<file path="config.mk">
export PLATFORM = sky130hd
export DESIGN_NAME = circ_top
export DESIGN_NICKNAME = d
export VERILOG_FILES = /design/src/circ_pkg.sv /design/src/circ_top.sv
export SDC_FILE = /design/constraint.sdc
export NUM_CORES = 1
export LEC_CHECK = 0
export ABC_AREA = 1
export BUFFER_PORTS_ARGS = -buffer_cell sky130_fd_sc_hd__clkbuf_2
export CAP_MARGIN = 40
export CELL_PAD_IN_SITES_DETAIL_PLACEMENT = 0
export CELL_PAD_IN_SITES_GLOBAL_PLACEMENT = 1
export CORE_UTILIZATION = 40
export CTS_BUF_LIST = sky130_fd_sc_hd__clkbuf_4
export DETAILED_ROUTE_END_ITERATION = 6
export PLACE_DENSITY_LB_ADDON = 0.1
export SYNTH_ARGS = -nofsm -noshare
export SYNTH_HDL_FRONTEND = slang
export SYNTH_SLANG_ARGS = --single-unit
</file>
<file path="constraint.sdc">
create_clock -name CORE_CLK -period 2.3 [get_ports CORE_CLK]
set_clock_uncertainty 0.15 [all_clocks]
set_input_delay 0.23 -clock CORE_CLK [delete_from_list [all_inputs] [get_ports CORE_CLK]]
set_output_delay 0.23 -clock CORE_CLK [all_outputs]
set_load 0.02 [all_outputs]
</file>
<file path="src/circ_pkg.sv">
// Package for the configuration, identity and regulator sequencing block
package circ_pkg;
  // Register indices (printed offsets are not all multiples of four)
  localparam logic [23:0] UID1_IDX = 24'h801600;
  localparam logic [23:0] UID2_IDX = 24'h801602;
  localparam logic [23:0] UID3_IDX = 24'h801604;
  localparam logic [23:0] UID4_IDX = 24'h801606;
  localparam logic [23:0] UID5_IDX = 24'h801608;
  localparam logic [23:0] PART_ID_IDX = 24'hFF0000;
  localparam logic [23:0] STEP_IDX = 24'hFF0002;
  // Own offsets, byte addresses in the low window
  localparam logic [11:0] DBG_CFG_ADDR = 12'h000;
  localparam logic [11:0] OPT_ADDR = 12'h004;
  localparam logic [11:0] PROG_CTRL_ADDR = 12'h008;
  localparam logic [11:0] SEQ_CTRL_ADDR = 12'h00C;
  localparam logic [11:0] SEQ_STAT_ADDR = 12'h010;
  localparam logic [11:0] ROUTE_STAT_ADDR = 12'h014;
  localparam int ADDR_W = 26;
  // Debug word layout
  localparam logic [23:0] DBG_ONES_MASK = 24'hFFFF5C;
  localparam int DBG_RSV_BIT = 7;
  localparam int DBG_SCAN_BIT = 5;
  localparam int DBG_CH_LSB = 0;
  // Option word layout
  localparam logic [23:0] OPT_ONES_MASK = 24'hFFFFE1;
  localparam int OPT_TWI_BIT = 4;
  localparam int OPT_SOSC_HP_BIT = 3;
  localparam int OPT_TMPR_BIT = 2;
  localparam int OPT_CMP_BIT = 1;
  localparam logic [23:0] CFG_ERASED = 24'hFFFFFF;
  // Debug channel codes
  localparam logic [1:0] CH_PAIR1 = 2'h3;
  localparam logic [1:0] CH_PAIR2 = 2'h2;
  localparam logic [1:0] CH_PAIR3 = 2'h1;
  // Program control register fields
  localparam int PROG_SEL_BIT = 24;
  localparam int PROG_GO_BIT = 31;
  // Sequencer control and status fields
  localparam int SEQ_SLEEP_BIT = 0;
  localparam int SEQ_WAKE_BIT = 1;
  localparam int SEQ_RUN_BIT = 0;
  localparam int SEQ_STBY_BIT = 1;
  localparam int SEQ_DLY_BIT = 2;
  // Regulator start-up delay
  localparam int CLK_MHZ = 200;
  localparam int REGULATOR_STARTUP_DELAY_US = 10;
  localparam int REGULATOR_STARTUP_DELAY_CYC = REGULATOR_STARTUP_DELAY_US * CLK_MHZ;
  localparam logic [1:0] AXI_OKAY = 2'h0;
  localparam logic [1:0] AXI_SLVERR = 2'h2;

  typedef enum {SEQ_RESET, SEQ_DELAY, SEQ_RUN, SEQ_SLEEP} circ_seq_type;

  typedef struct packed {
    logic scan_enable;
    logic pair1;
    logic pair2;
    logic pair3;
  } circ_debug_type;

  typedef struct packed {
    logic twi_on_pin9_8;
    logic twi_on_pin5_6;
    logic sosc_high_power;
    logic tamper_enable;
    logic cmp_c_on_pin9;
  } circ_route_type;
endpackage

</file>
<file path="src/circ_top.sv">
// Configuration words, identity words and regulator start-up sequencer
`timescale 1ns/1ps
`default_nettype none
// Notes on behaviour
// - Debug word unused bits read one, except reserved bit 7
// - Bit five enables the scan port
// - Channel codes pick program pin pairs
// - Option word unused bits read one
// - Bit four picks two-wire pin set
// - Power bit counts only in crystal mode
// - Bit two one disables tamper input
// - Bit one zero moves comparator inputs
// - Fields erased one, programmed only once
// - Identity word: family and part codes
// - Step word: four-bit revision, upper unused
// - Five 24-bit words form 120-bit identifier
// - Identifier words read-only, consecutive even addresses
// - Nothing user-accessible alters the identifier
// - Hold execution about ten microseconds
// - Delay after every power-down, sleep included
// - Delay length from sleep bit, window
// - Sleep bit zero: standby, wait on wake
// - Crystal select bit qualifies power bit
module circ_top #(
  parameter logic [7:0] FAMILY_CODE = 8'h5A, // Arbitrary value
  parameter logic [7:0] PART_CODE = 8'hA5, // Arbitrary value
  parameter logic [3:0] STEP_CODE = 4'h1, // Arbitrary value
  parameter logic [119:0] UNIQUE_ID = 120'h0123456789ABCDEF0123456789ABCD, // Arbitrary value
  parameter int REGULATOR_STARTUP_DELAY_CYCLES = circ_pkg::REGULATOR_STARTUP_DELAY_CYC,
  parameter int REGULATOR_STARTUP_DELAY_SHORT_CYCLES = circ_pkg::REGULATOR_STARTUP_DELAY_CYC / 2
) (
  input wire logic CORE_CLK,
  input wire logic RESET,
  input wire logic [23:0] NV_DEBUG_WORD,
  input wire logic [23:0] NV_OPTION_WORD,
  input wire logic NV_SOSC_CRYSTAL,
  input wire logic [1:0] NV_WDT_WINDOW,
  input wire logic REG_ACTIVE_IN_SLEEP,
  input wire logic [circ_pkg::ADDR_W-1:0] S_AXI_AWADDR,
  input wire logic S_AXI_AWVALID,
  output logic S_AXI_AWREADY,
  input wire logic [31:0] S_AXI_WDATA,
  input wire logic [3:0] S_AXI_WSTRB,
  input wire logic S_AXI_WVALID,
  output logic S_AXI_WREADY,
  output logic [1:0] S_AXI_BRESP,
  output logic S_AXI_BVALID,
  input wire logic S_AXI_BREADY,
  input wire logic [circ_pkg::ADDR_W-1:0] S_AXI_ARADDR,
  input wire logic S_AXI_ARVALID,
  output logic S_AXI_ARREADY,
  output logic [31:0] S_AXI_RDATA,
  output logic [1:0] S_AXI_RRESP,
  output logic S_AXI_RVALID,
  input wire logic S_AXI_RREADY,
  output logic SCAN_PORT_ENABLE,
  output logic PROGRAM_PIN_PAIR_1,
  output logic PROGRAM_PIN_PAIR_2,
  output logic PROGRAM_PIN_PAIR_3,
  output logic TWO_WIRE_ON_PIN9_8,
  output logic ALT_TWO_WIRE_ON_PIN5_6,
  output logic SOSC_HIGH_POWER,
  output logic TAMPER_INPUT_LOW_ENABLE,
  output logic COMPARATOR_C_ON_PIN9,
  output logic EXEC_ENABLE,
  output logic REGULATOR_STANDBY
);
  localparam int ADDR_W = circ_pkg::ADDR_W;

  // Byte address of a printed index
  function automatic logic [ADDR_W-1:0] idx_addr(input logic [23:0] idx);
    idx_addr = {idx, 2'b00};
  endfunction

  // Program-once merge: a bit may only go from one to zero
  function automatic logic [23:0] po_merge(input logic [23:0] cur, input logic [23:0] req,
                                           input logic [23:0] ones);
    po_merge = (cur & req) | ones;
  endfunction

  logic [23:0] dbg_q;
  logic [23:0] opt_q;
  logic sosc_xtal_q;
  logic [1:0] wdt_win_q;
  logic cfg_loaded_q;
  logic [31:0] prog_ctrl_q;
  circ_pkg::circ_seq_type seq_q;
  logic [31:0] dly_cnt_q;
  logic sleep_req_q;
  logic wake_req_q;
  circ_pkg::circ_debug_type dbg_route;
  circ_pkg::circ_route_type pin_route;

  // AXI state
  logic aw_have_q;
  logic w_have_q;
  logic [ADDR_W-1:0] aw_addr_q;
  logic [31:0] w_data_q;
  logic [3:0] w_strb_q;
  logic [ADDR_W-1:0] rd_addr;
  logic [31:0] rd_data;
  logic rd_hit;
  logic wr_fire;
  logic wr_hit;

  assign wr_fire = aw_have_q && w_have_q && !S_AXI_BVALID;
  assign wr_hit = (aw_addr_q[ADDR_W-1:12] == '0) &&
                  (aw_addr_q[11:0] == circ_pkg::PROG_CTRL_ADDR ||
                   aw_addr_q[11:0] == circ_pkg::SEQ_CTRL_ADDR);

  always_ff @(posedge CORE_CLK) begin
    if (RESET) begin
      aw_have_q <= 1'b0;
      aw_addr_q <= '0;
      S_AXI_AWREADY <= 1'b0;
    end else if (wr_fire) begin
      aw_have_q <= 1'b0;
      S_AXI_AWREADY <= 1'b0;
    end else if (S_AXI_AWVALID && S_AXI_AWREADY) begin
      aw_have_q <= 1'b1;
      aw_addr_q <= S_AXI_AWADDR;
      S_AXI_AWREADY <= 1'b0;
    end else begin
      S_AXI_AWREADY <= !aw_have_q && !S_AXI_BVALID;
    end
  end

  always_ff @(posedge CORE_CLK) begin
    if (RESET) begin
      w_have_q <= 1'b0;
      w_data_q <= '0;
      w_strb_q <= '0;
      S_AXI_WREADY <= 1'b0;
    end else if (wr_fire) begin
      w_have_q <= 1'b0;
      S_AXI_WREADY <= 1'b0;
    end else if (S_AXI_WVALID && S_AXI_WREADY) begin
      w_have_q <= 1'b1;
      w_data_q <= S_AXI_WDATA;
      w_strb_q <= S_AXI_WSTRB;
      S_AXI_WREADY <= 1'b0;
    end else begin
      S_AXI_WREADY <= !w_have_q && !S_AXI_BVALID;
    end
  end

  always_ff @(posedge CORE_CLK) begin
    if (RESET) begin
      S_AXI_BVALID <= 1'b0;
      S_AXI_BRESP <= circ_pkg::AXI_OKAY;
    end else if (wr_fire) begin
      S_AXI_BVALID <= 1'b1;
      // Identifier and identity words refuse writes
      S_AXI_BRESP <= wr_hit ? circ_pkg::AXI_OKAY : circ_pkg::AXI_SLVERR;
    end else if (S_AXI_BREADY) begin
      S_AXI_BVALID <= 1'b0;
    end
  end

  // Programming request register; the go bit self-clears
  always_ff @(posedge CORE_CLK) begin
    if (RESET) begin
      prog_ctrl_q <= '0;
    end else if (wr_fire && wr_hit && aw_addr_q[11:0] == circ_pkg::PROG_CTRL_ADDR) begin
      for (int i = 0; i < 4; i++) begin
        if (w_strb_q[i]) begin
          prog_ctrl_q[i*8 +: 8] <= w_data_q[i*8 +: 8];
        end
      end
    end else begin
      prog_ctrl_q[circ_pkg::PROG_GO_BIT] <= 1'b0;
    end
  end

  // Configuration words: loaded at reset, then only one-to-zero programming
  always_ff @(posedge CORE_CLK) begin
    if (RESET) begin
      dbg_q <= circ_pkg::CFG_ERASED;
      opt_q <= circ_pkg::CFG_ERASED;
      sosc_xtal_q <= 1'b1;
      wdt_win_q <= 2'h3;
      cfg_loaded_q <= 1'b0;
    end else if (!cfg_loaded_q) begin
      // Captured in the first cycle after release, held until next reset
      dbg_q <= NV_DEBUG_WORD | circ_pkg::DBG_ONES_MASK;
      opt_q <= NV_OPTION_WORD | circ_pkg::OPT_ONES_MASK;
      sosc_xtal_q <= NV_SOSC_CRYSTAL;
      wdt_win_q <= NV_WDT_WINDOW;
      cfg_loaded_q <= 1'b1;
    end else if (prog_ctrl_q[circ_pkg::PROG_GO_BIT]) begin
      // Ones can never be restored, so a programmed field stays put
      if (prog_ctrl_q[circ_pkg::PROG_SEL_BIT]) begin
        opt_q <= po_merge(opt_q, prog_ctrl_q[23:0], circ_pkg::OPT_ONES_MASK);
      end else begin
        dbg_q <= po_merge(dbg_q, prog_ctrl_q[23:0], circ_pkg::DBG_ONES_MASK);
      end
    end
  end

  // Pin routing decode
  always_comb begin
    dbg_route.scan_enable = dbg_q[circ_pkg::DBG_SCAN_BIT];
    dbg_route.pair1 = dbg_q[circ_pkg::DBG_CH_LSB +: 2] == circ_pkg::CH_PAIR1;
    dbg_route.pair2 = dbg_q[circ_pkg::DBG_CH_LSB +: 2] == circ_pkg::CH_PAIR2;
    dbg_route.pair3 = dbg_q[circ_pkg::DBG_CH_LSB +: 2] == circ_pkg::CH_PAIR3;
    pin_route.twi_on_pin9_8 = opt_q[circ_pkg::OPT_TWI_BIT];
    pin_route.twi_on_pin5_6 = !opt_q[circ_pkg::OPT_TWI_BIT];
    // External clock mode leaves the power bit without effect
    pin_route.sosc_high_power = sosc_xtal_q && opt_q[circ_pkg::OPT_SOSC_HP_BIT];
    pin_route.tamper_enable = !opt_q[circ_pkg::OPT_TMPR_BIT];
    pin_route.cmp_c_on_pin9 = !opt_q[circ_pkg::OPT_CMP_BIT];
  end

  always_ff @(posedge CORE_CLK) begin
    if (RESET) begin
      SCAN_PORT_ENABLE <= 1'b0;
      PROGRAM_PIN_PAIR_1 <= 1'b0;
      PROGRAM_PIN_PAIR_2 <= 1'b0;
      PROGRAM_PIN_PAIR_3 <= 1'b0;
      TWO_WIRE_ON_PIN9_8 <= 1'b0;
      ALT_TWO_WIRE_ON_PIN5_6 <= 1'b0;
      SOSC_HIGH_POWER <= 1'b0;
      TAMPER_INPUT_LOW_ENABLE <= 1'b0;
      COMPARATOR_C_ON_PIN9 <= 1'b0;
    end else begin
      SCAN_PORT_ENABLE <= dbg_route.scan_enable;
      PROGRAM_PIN_PAIR_1 <= dbg_route.pair1;
      PROGRAM_PIN_PAIR_2 <= dbg_route.pair2;
      PROGRAM_PIN_PAIR_3 <= dbg_route.pair3;
      TWO_WIRE_ON_PIN9_8 <= pin_route.twi_on_pin9_8;
      ALT_TWO_WIRE_ON_PIN5_6 <= pin_route.twi_on_pin5_6;
      SOSC_HIGH_POWER <= pin_route.sosc_high_power;
      TAMPER_INPUT_LOW_ENABLE <= pin_route.tamper_enable;
      COMPARATOR_C_ON_PIN9 <= pin_route.cmp_c_on_pin9;
    end
  end

  // Sleep and wake requests, self-clearing
  always_ff @(posedge CORE_CLK) begin
    if (RESET) begin
      sleep_req_q <= 1'b0;
      wake_req_q <= 1'b0;
    end else if (wr_fire && wr_hit && aw_addr_q[11:0] == circ_pkg::SEQ_CTRL_ADDR &&
                 w_strb_q[0]) begin
      sleep_req_q <= w_data_q[circ_pkg::SEQ_SLEEP_BIT];
      wake_req_q <= w_data_q[circ_pkg::SEQ_WAKE_BIT];
    end else begin
      sleep_req_q <= 1'b0;
      wake_req_q <= 1'b0;
    end
  end

  // Regulator start-up sequencer
  always_ff @(posedge CORE_CLK) begin
    if (RESET) begin
      seq_q <= circ_pkg::SEQ_RESET;
      dly_cnt_q <= '0;
      EXEC_ENABLE <= 1'b0;
      REGULATOR_STANDBY <= 1'b0;
    end else begin
      case (seq_q)
        circ_pkg::SEQ_RESET: begin
          if (cfg_loaded_q) begin
            seq_q <= circ_pkg::SEQ_DELAY;
            dly_cnt_q <= 32'(REGULATOR_STARTUP_DELAY_CYCLES - 1);
          end
        end
        circ_pkg::SEQ_DELAY: begin
          if (dly_cnt_q == '0) begin
            seq_q <= circ_pkg::SEQ_RUN;
            EXEC_ENABLE <= 1'b1;
          end else begin
            dly_cnt_q <= dly_cnt_q - 32'd1;
          end
        end
        circ_pkg::SEQ_RUN: begin
          if (sleep_req_q) begin
            seq_q <= circ_pkg::SEQ_SLEEP;
            EXEC_ENABLE <= 1'b0;
            REGULATOR_STANDBY <= !REG_ACTIVE_IN_SLEEP;
          end
        end
        circ_pkg::SEQ_SLEEP: begin
          if (wake_req_q) begin
            seq_q <= circ_pkg::SEQ_DELAY;
            REGULATOR_STANDBY <= 1'b0;
            // Standby, or the narrowest window even without standby, takes the full delay
            dly_cnt_q <= (REGULATOR_STANDBY || wdt_win_q == 2'h0) ?
                         32'(REGULATOR_STARTUP_DELAY_CYCLES - 1) : 32'(REGULATOR_STARTUP_DELAY_SHORT_CYCLES - 1);
          end
        end
        default: begin
          seq_q <= circ_pkg::SEQ_RESET;
        end
      endcase
    end
  end

  // Read path
  assign rd_addr = S_AXI_ARADDR;
  always_comb begin
    rd_hit = 1'b1;
    rd_data = '0;
    if (rd_addr == idx_addr(circ_pkg::UID1_IDX)) begin
      rd_data = {8'h00, UNIQUE_ID[119:96]};
    end else if (rd_addr == idx_addr(circ_pkg::UID2_IDX)) begin
      rd_data = {8'h00, UNIQUE_ID[95:72]};
    end else if (rd_addr == idx_addr(circ_pkg::UID3_IDX)) begin
      rd_data = {8'h00, UNIQUE_ID[71:48]};
    end else if (rd_addr == idx_addr(circ_pkg::UID4_IDX)) begin
      rd_data = {8'h00, UNIQUE_ID[47:24]};
    end else if (rd_addr == idx_addr(circ_pkg::UID5_IDX)) begin
      rd_data = {8'h00, UNIQUE_ID[23:0]};
    end else if (rd_addr == idx_addr(circ_pkg::PART_ID_IDX)) begin
      rd_data = {16'h0000, FAMILY_CODE, PART_CODE};
    end else if (rd_addr == idx_addr(circ_pkg::STEP_IDX)) begin
      rd_data = {28'h0000000, STEP_CODE};
    end else if (rd_addr == {14'h0000, circ_pkg::DBG_CFG_ADDR}) begin
      rd_data = {8'h00, dbg_q};
    end else if (rd_addr == {14'h0000, circ_pkg::OPT_ADDR}) begin
      rd_data = {8'h00, opt_q};
    end else if (rd_addr == {14'h0000, circ_pkg::PROG_CTRL_ADDR}) begin
      rd_data = prog_ctrl_q;
    end else if (rd_addr == {14'h0000, circ_pkg::SEQ_CTRL_ADDR}) begin
      rd_data = '0;
    end else if (rd_addr == {14'h0000, circ_pkg::SEQ_STAT_ADDR}) begin
      rd_data[circ_pkg::SEQ_RUN_BIT] = EXEC_ENABLE;
      rd_data[circ_pkg::SEQ_STBY_BIT] = REGULATOR_STANDBY;
      rd_data[circ_pkg::SEQ_DLY_BIT] = seq_q == circ_pkg::SEQ_DELAY;
    end else if (rd_addr == {14'h0000, circ_pkg::ROUTE_STAT_ADDR}) begin
      rd_data = {23'h000000, dbg_route, pin_route};
    end else begin
      rd_hit = 1'b0;
    end
  end

  always_ff @(posedge CORE_CLK) begin
    if (RESET) begin
      S_AXI_ARREADY <= 1'b0;
      S_AXI_RVALID <= 1'b0;
      S_AXI_RDATA <= '0;
      S_AXI_RRESP <= circ_pkg::AXI_OKAY;
    end else if (S_AXI_ARVALID && S_AXI_ARREADY) begin
      S_AXI_ARREADY <= 1'b0;
      S_AXI_RVALID <= 1'b1;
      S_AXI_RDATA <= rd_data;
      S_AXI_RRESP <= rd_hit ? circ_pkg::AXI_OKAY : circ_pkg::AXI_SLVERR;
    end else if (S_AXI_RVALID) begin
      S_AXI_RVALID <= !S_AXI_RREADY;
    end else begin
      S_AXI_ARREADY <= 1'b1;
    end
  end
endmodule
`default_nettype wire

</file>
==> impl_metrics.csv <==
group,metric,value,unit
detailed_routing,wire_per_inst,13.8,um
setup_path,worstPathRequired,2.69,ns
die,initial_core_util,41.1,%
timing,maxSlewViolCount,0,
placed_design,dp_hpwl,17.3,mm
timing,setup-tns-final,0,ns
cells_and_area,drive_gt1_share,20.5,%
cells_and_area,instances_no_fill,1708,
timing,fin_crit_sh,90.6,%
cells_and_area,nets,1571,
setup_path,critPathKind,"reg2reg",
detailed_routing,vias,8298,
die,dieArea,0.0224,sq mm
pwr,p_switching,2.96,mW
pwr,p_comb_share,28.6,%
setup_path,cp_max_fo,4,
synth,ys_warn_count,0,
global_routing,overflow,0,
detailed_routing,dr_wl_met3,856,um
synth,avgSynthCellArea,7.45,sq um
timing,hold_violations,0,
setup_path,arrival,2.47,ns
global_routing,grt_max_degree,73,
die,fp.dieW,150,um
die,ios,199,
detailed_routing,initialDrtViolationCount,442,
setup_path,slowest_delay,0.37,ns
synth,synth.distinct_cells,51,
cts,postCtsSetupBuffers,0,
pwr,switching_share,36.5,%
die,rows,53,
cts,cts_tree,"done",
global_routing,antenna_found_initial,1,
cts,clockRootBuffer,"clkbuf_4",
timing,rsz0062_at_grt,"no",
placed_design,globalplace.congestion,0.818,
placed_design,pre_cts_ws,0.156,ns
pwr,power.density,733,mW/mm^2
detailed_routing,finalWirelength,23.6,mm
placed_design,numPlacedInstances,1593,
timing,setup-violations-final,0,
detailed_routing,ant_nets,0,
cts,clk_path_buf_depth,2,
die,core-area,0.0212,sq mm
synth,synth-seq-cells,194,
detailed_routing,via_per_inst,4.86,
synth,ys_seq_area_share,44.6,%
global_routing,grt_pass1_vias,7950,
timing,slew_headroom,48.2,%
cts,numCtsBuffers,17,
timing,worst_slack,0.215,ns
setup_path,path_cells,"inv_2 > ha_2 > nand2_2 > nor2_4 > nand2_4 > buf_4 > inv_1 > nand4_1 > inv_1 > nand2_1 > nor2_1 > nand2_1 > or2_1 > a21oi_1",
detailed_routing,drt_first_pass_iters,5,
cts,clk_pin_slew,0.17,ns
pwr,power_frac_clock,24.5,%
global_routing,grt_use_total,21.9,%
run_status,status,"complete, no violations",
timing,worstMarginPinSlew,0.774,ns
detailed_routing,m1WireLength,12.0,mm
cts,cts_sinks,194,
placed_design,port_buffers,156,
synth,synth_area,0.00871,sq mm
setup_path,worstSetupStartpointType,"flop",
pwr,p_seq_share,46.9,%
timing,min_period,2.08,ns
global_routing,grt_pass1_wl,38.6,mm
detailed_routing,routed.top_layer,"met4",
run,cap_violations,0,
setup_path,cp-end-kind,"flop",
min_path,hp-class,"in2reg",
cts,clkLatencyLatePin,0.59,ns
pwr,irDropWorstVdd,0.455,mV
pwr,leakage,4.81,nW
cells_and_area,syn_to_final_growth,26.9,%
setup_path,critPathSlowestCell,"dfxtp_2",
detailed_routing,wl_met2,10.4,mm
timing,fmax,480,MHz
cts,ctsHtreeMaxLevel,4,
synth,syn_inst,1169,
pwr,intPower,5.15,mW
die,fp.dieH,150,um
detailed_routing,remaining_drc_errors,0,
## registers in the layout, indices dropped and copies added (netlist names), 2 cells and up
signal and flops:
wdt_win_q 2, opt_q 4, aw_addr_q 26, w_data_q 32
dbg_q 4, seq_q 2, dly_cnt_q 32, S_AXI_RDATA 32
prog_ctrl_q 32, w_strb_q 4
## worst max-delay path, delay by kind of cell (launching register included)
family | cells | cell delay, ns
flops | 1 | 0.37
fa+ha+maj | 1 | 0.18
buf+inv | 4 | 0.39
compound gates | 1 | 0.11
simple gates | 8 | 0.84
## metal layers
| metal | up-vias | track usage, % |
|---|---|---|
| li1 | 4371 | - |
| met4 | 0 | 6.12 |
| met3 | 21 | 3.26 |
| met2 | 166 | 34.8 |
| met1 | 3740 | 30.5 |
| met5 | - | 0 |
## cells in the mapped netlist, drive strengths merged
cell	number	share of area (%)
a211oi	38	3.8
a21oi	101	5.8
a22o	2	0.20
a31oi	6	0.43
a32o	2	0.23
a41oi	1	0.10
buf	17	1.6
clkbuf	31	1.3
clkinv	3	0.13
conb	1	0.043
dfxtp	194	45
ha	6	0.86
inv	134	5.8
nand2	178	8.1
nand3	58	3.4
nand3b	3	0.40
nand4	22	1.8
nor2	199	9.9
nor3	22	1.6
nor3b	2	0.17
nor4	6	0.43
nor4b	1	0.10
o2111ai	2	0.20
o211ai	11	0.95
o21a	6	0.52
o21ai	112	6.6
o31ai	2	0.23
or2	4	0.29
xor2	5	0.50
## cells by family after synthesis
group,after synthesis,synth area share [%]
buf+inv,185,8.86
compound gates,283,19.1
flops,194,44.6
fa+ha+maj,6,0.862
xor+xnor,5,0.503
simple gates,495,26.1
other cells,1,0.0430
## layout by cell type (no fill, tap or decap), types with 5 or more instances in the layout
| cell type | Yosys | final |
|---|---|---|
| dlygate4sd3_1 | 0 | 81 |
| nand2_1 | 172 | 172 |
| clkbuf_2 | 0 | 156 |
| a31oi_1 | 6 | 6 |
| o21ai_0 | 98 | 98 |
| nor2_4 | 13 | 13 |
| o21a_1 | 6 | 6 |
| inv_2 | 13 | 16 |
| nor4_1 | 6 | 6 |
| nand3_1 | 56 | 56 |
| a21oi_1 | 100 | 100 |
| a211oi_1 | 29 | 29 |
| nand4_1 | 21 | 21 |
| ha_1 | 6 | 5 |
| buf_4 | 4 | 38 |
| dfxtp_1 | 194 | 193 |
| xor2_1 | 5 | 5 |
| nor2_1 | 180 | 179 |
| inv_1 | 119 | 118 |
| clkbuf_4 | 0 | 17 |
| nor3_1 | 19 | 19 |
| a211oi_2 | 9 | 9 |
| nor2_2 | 6 | 7 |
| o211ai_1 | 11 | 11 |
| o21ai_1 | 13 | 13 |
## power by group through the flow
stage          Sequential (mW)  Combinational [mW]  Clock [mW]
2_1_floorplan             3.87                1.53           0
5_1_grt                   3.84                2.62        2.17
3_5_place_dp              3.87                2.23           0
3_3_place_gp              3.87                2.20           0
4_1_cts                   3.80                2.34        2.05
6_report                  3.80                2.32        1.98
## final timing paths
check                                          startpoint  cells past startpoint  slack [ns]                          end
worst max-delay path            dly_cnt_q[0]$_SDFFE_PP0P_                     14        0.22   dly_cnt_q[30]$_SDFFE_PP0P_
worst min-delay path                      S_AXI_ARADDR[0]                      5        0.06  S_AXI_RRESP[1]$_SDFFE_PP0P_
worst max register to register  dly_cnt_q[0]$_SDFFE_PP0P_                     14        0.22   dly_cnt_q[30]$_SDFFE_PP0P_
worst min register to register   w_data_q[8]$_SDFFE_PP0P_                      2        0.31     w_data_q[8]$_SDFFE_PP0P_
## metrics by stage
stage               power (mW)  hold slack, ns  util [%]  area (sq um)
detailed placement        6.10           0.296      46.7          9920
CTS                       8.18         0.00165      52.0         11000
floorplan                 5.40           0.193         -          8720
global route              8.62          0.0614      52.1         11100
global placement          6.07           0.289      46.7          9920
finish                    8.10          0.0616      52.1         11100
## what timing repair did
item / in CTS / in global routing
setup endpoints to repair: 0 / 5
hold buffers: 81 / 0
resized for setup: 0 / 3
endpoints found under the hold margin: 98 / 0
## final cells by class
type	instances	area [sq um]
antenna	2	5.00
clock buffer	17	128
clock inverter	15	190
fill	2179	10200
inverter	137	519
multi-input combinational	791	4070
sequential	194	3880
tap	275	344
timing repair buffer	277	1920
No activity file was read; power rests on OpenSTA's default activity.
